### config.mk
export PLATFORM = sky130hd
export DESIGN_NAME = alor_top
export DESIGN_NICKNAME = d
export VERILOG_FILES = /design/src/hdl/alor_pkg.sv /design/src/hdl/alor_alarm_latch.sv /design/src/hdl/alor_top.sv
export SDC_FILE = /design/constraint.sdc
export NUM_CORES = 1
export LEC_CHECK = 0
export BUFFER_PORTS_ARGS = -buffer_cell sky130_fd_sc_hd__buf_4
export CAP_MARGIN = 20
export CORE_ASPECT_RATIO = 0.75
export CORE_MARGIN = 3
export CORE_UTILIZATION = 35
export DETAILED_ROUTE_END_ITERATION = 16
export SYNTH_ARGS = -nofsm -noshare
export SYNTH_HDL_FRONTEND = slang
export SYNTH_SLANG_ARGS = --single-unit
### constraint.sdc
create_clock -name clk -period 5.47 [get_ports clk]
set_clock_uncertainty 0.05 [all_clocks]
set_input_delay 1.3675 -clock clk [delete_from_list [all_inputs] [get_ports clk]]
set_output_delay 1.3675 -clock clk [all_outputs]
set_load 0.01 [all_outputs]
### src/hdl/alor_pkg.sv
// package: register map, encodings and carrier types of the alarm/output block
package alor_pkg;
    // register word addresses on the parameter channel
    localparam logic [15:0] ADDR_LIM2_STATE = 16'h0144;
    localparam logic [15:0] ADDR_LIM3_STATE = 16'h0145;
    localparam logic [15:0] ADDR_HOURS_MSG = 16'h0146;
    localparam logic [15:0] ADDR_CYCLES_MSG = 16'h0147;
    localparam logic [15:0] ADDR_OUT_STATE = 16'h03ac;
    localparam logic [15:0] ADDR_SENSE = 16'h03cc;
    localparam logic [15:0] ADDR_LIM1_EN = 16'h03cd;
    localparam logic [15:0] ADDR_LIM2_EN = 16'h03ce;
    localparam logic [15:0] ADDR_LIM3_EN = 16'h03cf;
    // register data width
    localparam int DATA_W = 16;
    // three-state alarm encoding
    localparam logic [1:0] ALARM_NONE = 2'h0;
    localparam logic [1:0] ALARM_STORED = 2'h1;
    localparam logic [1:0] ALARM_ACTIVE = 2'h2;
    // value written to acknowledge
    localparam logic [15:0] ACK_VALUE = 16'h0000;
    // output sense encoding
    localparam logic SENSE_DIRECT = 1'b0;
    localparam logic SENSE_INVERSE = 1'b1;
    // reset values of settings
    localparam logic SENSE_RESET = 1'b0;
    localparam logic [2:0] ENABLE_RESET = 3'h0;
    // default maintenance presets
    localparam int HOURS_PRESET_DEF = 1000;
    localparam int CYCLES_PRESET_DEF = 1000;
    // one register access from the fieldbus slave logic
    typedef struct packed {
        logic wr;            // write strobe, one cycle
        logic rd;            // read strobe, one cycle
        logic [15:0] addr;   // word address
        logic [15:0] wdata;  // write data
    } alor_req_t;
    // read answer
    typedef struct packed {
        logic valid;         // one-cycle answer marker
        logic err;           // unmapped address
        logic [15:0] rdata;  // read data
    } alor_rsp_t;
endpackage

### src/hdl/alor_alarm_latch.sv
// file: one three-state latched limit alarm
`timescale 1ns/1ns
`default_nettype none
module alor_alarm_latch
    import alor_pkg::*;
(
    input wire logic clk,
    input wire logic rst_n,
    input wire logic active,   // synchronised fault level
    input wire logic ack,      // acknowledge pulse
    output logic [1:0] state   // 0 none, 1 stored, 2 active
);
    // fault sets active, leaving sets stored, ack clears only stored
    always_ff @(posedge clk or negedge rst_n)
    begin
        if (!rst_n)
            state <= ALARM_NONE;
        else if (active)
            state <= ALARM_ACTIVE;
        else if (state == ALARM_ACTIVE)
            state <= ALARM_STORED;
        else if (ack)
            state <= ALARM_NONE;
    end
endmodule
`default_nettype wire

### src/hdl/alor_top.sv
// file: alarm latch, maintenance messages and switching output routing
`timescale 1ns/1ns
`default_nettype none
module alor_top
    import alor_pkg::*;
#(
    parameter int CNT_W = 32,                   // maintenance counter width
    parameter int HOURS_PRESET = HOURS_PRESET_DEF,
    parameter int CYCLES_PRESET = CYCLES_PRESET_DEF
)
(
    input wire logic clk,
    input wire logic rst_n,
    input wire alor_req_t req,          // register access, same clock domain
    output alor_rsp_t rsp,              // registered read answer
    input wire logic [2:0] limit_fault, // limit 1..3 exceeded, from pins
    input wire logic hour_tick,         // one pulse per operating hour, same domain
    output logic switch_out             // switching output, 1 = on
);
    // refuse presets the counters cannot hold
    initial
    begin
        // counter width and presets must be usable at all
        if (CNT_W < 2 || CNT_W > 32 || HOURS_PRESET < 1 || CYCLES_PRESET < 1)
            $error("alor_top: bad counter parameters");
        // a preset beyond the counter width would never be reached
        if (CNT_W < 32 && (HOURS_PRESET >= (1 << CNT_W) || CYCLES_PRESET >= (1 << CNT_W)))
            $error("alor_top: preset exceeds counter width");
    end

    // preset limits, cut on purpose to the counter width
    localparam logic [CNT_W-1:0] HOURS_LIM = CNT_W'(HOURS_PRESET);
    localparam logic [CNT_W-1:0] CYCLES_LIM = CNT_W'(CYCLES_PRESET);

    // internal state
    logic [2:0] fault_meta;      // first synchroniser stage
    logic [2:0] fault_sync;      // second stage, read by logic
    logic [2:0] enable;          // per-limit output enables
    logic sense;                 // output sense select
    logic [1:0] lim_state [2:0]; // latched status of limits 2 and 3 (index 1,2)
    logic [1:0] lim_ack;         // acknowledge pulses for limits 2, 3
    logic hours_msg;             // hours maintenance message
    logic cycles_msg;            // cycles maintenance message
    logic [CNT_W-1:0] hours_cnt; // operating hours this period
    logic [CNT_W-1:0] cycles_cnt;// switching cycles this period
    logic next_switch;           // routed output value

    // acknowledge decode: a write of the acknowledge value to one status word
    function automatic logic ack_hit(alor_req_t r, logic [15:0] a);
        return r.wr && (r.wdata == ACK_VALUE) && (r.addr == a);
    endfunction

    // slot 0 keeps the array indexed by limit number
    assign lim_state[0] = ALARM_NONE; // limit 1 status lives elsewhere

    // two-stage synchroniser for the fault pins
    // only the second stage feeds logic, so a metastable first stage never spreads
    always_ff @(posedge clk or negedge rst_n)
    begin
        if (!rst_n)
        begin
            // both stages start at no fault
            fault_meta <= 3'h0;
            fault_sync <= 3'h0;
        end
        else
        begin
            // shift the pin level in
            fault_meta <= limit_fault;
            fault_sync <= fault_meta;
        end
    end

    // latched alarms for limits 2 and 3
    // index 1 is limit two, index 2 is limit three
    genvar gi;
    generate
        for (gi = 1; gi < 3; gi++)
        begin : g_lim
            // acknowledge only when the matching status word is written with zero
            assign lim_ack[gi-1] = ack_hit(req, (gi == 1) ? ADDR_LIM2_STATE
                                                          : ADDR_LIM3_STATE);
            // one latch per limit
            alor_alarm_latch u_latch (
                .clk(clk),
                .rst_n(rst_n),
                .active(fault_sync[gi]),
                .ack(lim_ack[gi-1]),
                .state(lim_state[gi])
            );
        end
    endgenerate

    // output settings written from the bus
    // only bit 0 of each write is kept; other addresses leave settings alone
    always_ff @(posedge clk or negedge rst_n)
    begin
        if (!rst_n)
        begin
            // all routes off, direct sense
            enable <= ENABLE_RESET;
            sense <= SENSE_RESET;
        end
        else if (req.wr)
        begin
            case (req.addr)
                ADDR_LIM1_EN: enable[0] <= req.wdata[0];
                ADDR_LIM2_EN: enable[1] <= req.wdata[0];
                ADDR_LIM3_EN: enable[2] <= req.wdata[0];
                ADDR_SENSE: sense <= req.wdata[0];
                default: ;
            endcase
        end
    end

    // routing: OR of enabled active alarms, then sense
    // limit one routes on its synced level; its latched status lives elsewhere
    always_comb
    begin
        next_switch = |(enable & fault_sync);
        // inverse sense turns an active route off
        if (sense == SENSE_INVERSE)
            next_switch = !next_switch;
    end

    // switching output flop
    // reset value equals the routed value with all enables off
    always_ff @(posedge clk or negedge rst_n)
    begin
        if (!rst_n)
            switch_out <= SENSE_RESET;
        else
            switch_out <= next_switch;
    end

    // operating hours counter and its message
    // an ack counts only while the message is up; counting has stopped then,
    // so setting and clearing the message can never fall in one cycle
    always_ff @(posedge clk or negedge rst_n)
    begin
        if (!rst_n)
        begin
            // new period, no message
            hours_cnt <= '0;
            hours_msg <= 1'b0;
        end
        else if (hours_msg && ack_hit(req, ADDR_HOURS_MSG))
        begin
            // acknowledge: clear message and start a new period
            hours_cnt <= '0;
            hours_msg <= 1'b0;
        end
        else if (hour_tick && hours_cnt < HOURS_LIM)
        begin
            // count until the preset is reached, then hold
            hours_cnt <= hours_cnt + 1'b1;
            if (hours_cnt + 1'b1 == HOURS_LIM)
                hours_msg <= 1'b1;
        end
    end

    // switching cycle counter: counts off-to-on transitions of the output
    // counting stops at the preset until acknowledged
    always_ff @(posedge clk or negedge rst_n)
    begin
        if (!rst_n)
        begin
            // new period, no message
            cycles_cnt <= '0;
            cycles_msg <= 1'b0;
        end
        else if (cycles_msg && ack_hit(req, ADDR_CYCLES_MSG))
        begin
            // acknowledge: clear message and zero the period count
            cycles_cnt <= '0;
            cycles_msg <= 1'b0;
        end
        else if (next_switch && !switch_out && cycles_cnt < CYCLES_LIM)
        begin
            // one more off-to-on change of the output
            cycles_cnt <= cycles_cnt + 1'b1;
            if (cycles_cnt + 1'b1 == CYCLES_LIM)
                cycles_msg <= 1'b1;
        end
    end

    // registered read answer, one cycle after the strobe
    always_ff @(posedge clk or negedge rst_n)
    begin
        if (!rst_n)
            rsp <= '0;
        else
        begin
            // answer fields fall back to zero when no read is pending
            rsp.valid <= req.rd;
            rsp.err <= 1'b0;
            rsp.rdata <= 16'h0000;
            if (req.rd)
            begin
                // status words return their code in the low bits
                case (req.addr)
                    ADDR_LIM2_STATE: rsp.rdata <= {14'h0000, lim_state[1]};
                    ADDR_LIM3_STATE: rsp.rdata <= {14'h0000, lim_state[2]};
                    ADDR_HOURS_MSG: rsp.rdata <= {15'h0000, hours_msg};
                    ADDR_CYCLES_MSG: rsp.rdata <= {15'h0000, cycles_msg};
                    ADDR_OUT_STATE: rsp.rdata <= {15'h0000, switch_out};
                    ADDR_SENSE: rsp.rdata <= {15'h0000, sense};
                    ADDR_LIM1_EN: rsp.rdata <= {15'h0000, enable[0]};
                    ADDR_LIM2_EN: rsp.rdata <= {15'h0000, enable[1]};
                    ADDR_LIM3_EN: rsp.rdata <= {15'h0000, enable[2]};
                    default: rsp.err <= 1'b1; // unmapped word
                endcase
            end
        end
    end
endmodule
`default_nettype wire

==> impl_metrics.json <==
{
  "muxShareOfSynthArea_pct": 2.855,
  "globalRouteTotalUtil_pct": 13.46,
  "critPathTopFamily": "simple AND/OR/NAND/NOR gates",
  "row_count": 34,
  "tightestPinTransition_ns": 0.9812,
  "cts_resized": 0,
  "io_pins": 59,
  "routed_wl_um": 8759,
  "period_needed_ns": 3.830,
  "detailed_place_hpwl_um": 6166,
  "synthSimpleGateAreaFrac_pct": 29.08,
  "cts.clk_slew.worst_paths_ns": 0.06,
  "period_share_pct": 70.02,
  "fin_tns_setup_ns": 0,
  "maxSlewHeadroom_pct": 34.59,
  "finalHoldViolCount": 0,
  "grt_max_degree": 50,
  "critPathBufInv": 1,
  "cp_cell_sequence": "buf_4 > or4_4 > or4_4 > nor4_4 > a41oi_2 > and2_2",
  "cts.sinks": 85,
  "synthAdderAreaFrac_pct": 1.189,
  "cp_slowest_stage_delay_ns": 0.56,
  "clk_latency_ns": 0.33,
  "grt_pass1_vias": 2851,
  "slowest_stage": "a41oi_2",
  "nNetsFinal": 466,
  "synth.distinct_cells": 60,
  "synth_edf_count": 0,
  "antenna_cells": 0,
  "slew_violations": 0,
  "synth_area_per_cell_um2": 10.87,
  "coreArea_um2": 11660,
  "antenna_found_initial": 0,
  "setup_viol": 0,
  "syn-cell-area_um2": 4208,
  "setup.worst_path.class": "primary input to flop",
  "syn_to_final_growth_pct": 15.52,
  "cts_setup_buffers": 0,
  "power_density_nw_per_um2": 263.0,
  "start_util_pct": 36.10,
  "hp-class": "flop to flop",
  "cp_data_arrival_time_ns": 4.00,
  "dr.pass1.iters": 5,
  "endpoint_kind": "flop",
  "cts_tree": "done",
  "synth.largest_area_cell": "dfrtp_1",
  "synth_xor_area_share_pct": 2.498,
  "synth_top_family_by_area": "simple AND/OR/NAND/NOR gates",
  "post-place-ws_ns": 1.294,
  "setup_slack_ns": 1.640,
  "cts_max_level": 3,
  "yosysWarningCount": 0,
  "cp_max_fo": 21,
  "cts_buffer_depth": 2,
  "drt_iter0_markers": 191,
  "place_congestion": 0.8361,
  "status": "finished, final reports clean",
  "die_w_um": 132.6,
  "syn_inst": 387,
  "async_flop_share_pct": 100.0,
  "synth-seq-cells": 85,
  "cts_hold_buffers": 0,
  "drc_errors": 0,
  "leakage_nw": 2.187,
  "required_ns": 5.64,
  "dieHeight_um": 101.0,
  "rsz0062_at_grt": "false",
  "num_vias": 3030,
  "ant_nets": 0,
  "critPathLaunchType": "primary input",
  "yosys-top-cells-area": "dfrtp_1, and2_4, nor4_1, buf_4, nor2_1",
  "ir_worst_vdd_mv": 0.1696,
  "max_freq_mhz": 261.1,
  "drive_above_1_share_pct": 28.57,
  "cp_common_cell": "or4_4",
  "ys.flop_type": "dfrtp_1",
  "cap_violations": 0,
  "total_power_mw": 1.278,
  "grt_pass1_wl_um": 14500,
  "vias_per_cell": 5.144,
  "cts_buffers": 9,
  "synth_compound_area_share_pct": 7.761,
  "dieArea_um2": 13390,
  "wl_per_cell_um": 14.87,
  "synth_top_area_share_pct": 50.55,
  "numPortBuffers": 44,
  "overflow": 0,
  "ys_seq_area_share_pct": 50.55,
  "root_buffer": "clkbuf_16"
}
## state kept, by name, summed over array words and instances, names as in the netlist, 3 cells and up
signal	cells
fault_sync	3
g_lim.u_latch.state	4
cycles_cnt	32
hours_cnt	32
rsp	4
enable	3
fault_meta	3
## path summary, 6_finish.rpt
| kind | start | end | slack, ns | cells after the start |
|---|---|---|---|---|
| max | req[27] | hours_cnt[22]$_DFFE_PN0P_ | 1.64 | 6 |
| min | fault_meta[1]$_DFF_PN0_ | fault_sync[1]$_DFF_PN0_ | 0.30 | 0 |
| max reg2reg | hours_cnt[11]$_DFFE_PN0P_ | hours_cnt[22]$_DFFE_PN0P_ | 2.68 | 5 |
| min reg2reg | fault_meta[1]$_DFF_PN0_ | fault_sync[1]$_DFF_PN0_ | 0.30 | 0 |
| max in group asynchronous | rst_n | hours_cnt[15]$_DFFE_PN0P_ | 3.45 | 2 |
| min in group asynchronous | rst_n | hours_cnt[6]$_DFFE_PN0P_ | 1.00 | 1 |
## layout make-up
| class | instances | area (µm²) |
|---|---|---|
| fill | 1122 | 6795 |
| sequential | 85 | 2127 |
| multi-input combinational | 274 | 1878 |
| timing repair buffer | 46 | 345.3 |
| clock buffer | 11 | 242.7 |
| tap | 162 | 202.7 |
| clock inverter | 5 | 42.54 |
| inverter | 6 | 22.52 |
## cell families after synthesis
family                     Yosys count
and+or+nand+nor                    189
DFF                                 85
AOI/OAI and AO/OA                   46
buffers and inverters               41
xor gates and xnor gates            12
muxes                                9
adders and majority gates            4
other                                1
## synthesized netlist by cell type, types with 4 or more instances
master and number:
dfrtp_1 85, and3_1 5, buf_4 15, inv_1 6
a21oi_1 11, clkbuf_1 14, ha_1 4, o21ai_0 13
nor2_1 26, xnor2_1 10, or3_1 10, buf_6 4
and2_4 40, nand2_1 19, nor4_1 21, nor4b_1 4
mux2_2 4, nor3_1 11, nand4_1 13, nand3_1 10
## per-stage QoR
| step | cells | hold slack [ns] | area (µm²) | utilization (%) |
|---|---|---|---|---|
| final | 589 | 0.3044 | 4861 | 41.70 |
| after global routing | 589 | 0.3265 | 4861 | 41.70 |
| after CTS | 589 | 0.3084 | 4861 | 41.70 |
| after detailed placement | 573 | 0.2949 | 4576 | 39.26 |
| after global placement | 573 | 0.2895 | 4576 | 39.26 |
| after floorplan | 400 | 0.2812 | 4257 | - |
## placed cells by master (no fill, tap or decap), types with 4 or more instances in the layout
cell type / instances
dfrtp_1: 85
buf_4: 46
and2_4: 40
nor2_1: 26
nor4_1: 21
nand2_1: 19
conb_1: 14
o21ai_0: 13
nand4_1: 13
nor3_1: 11
a21oi_1: 11
nand3_1: 10
or3_1: 10
xnor2_1: 10
clkbuf_16: 9
inv_1: 6
and3_1: 5
nor4b_1: 4
mux2_2: 4
ha_1: 4
## metal layers
layer	vias to the layer above	track usage (%)	wire [µm]
li1	1436	-	-
met1	1500	19.46	4304
met2	87	19.33	3801
met3	7	4.042	550
met4	0	4.393	102
met5	-	0	0
## power by group
group          internal [mW]  total [mW]  switching (mW)
clock network          0.326       0.582           0.256
logic                 0.0261      0.0591          0.0330
registers              0.634       0.637         0.00356
total                  0.986        1.28           0.292
(Power assumes the default switching activity.)
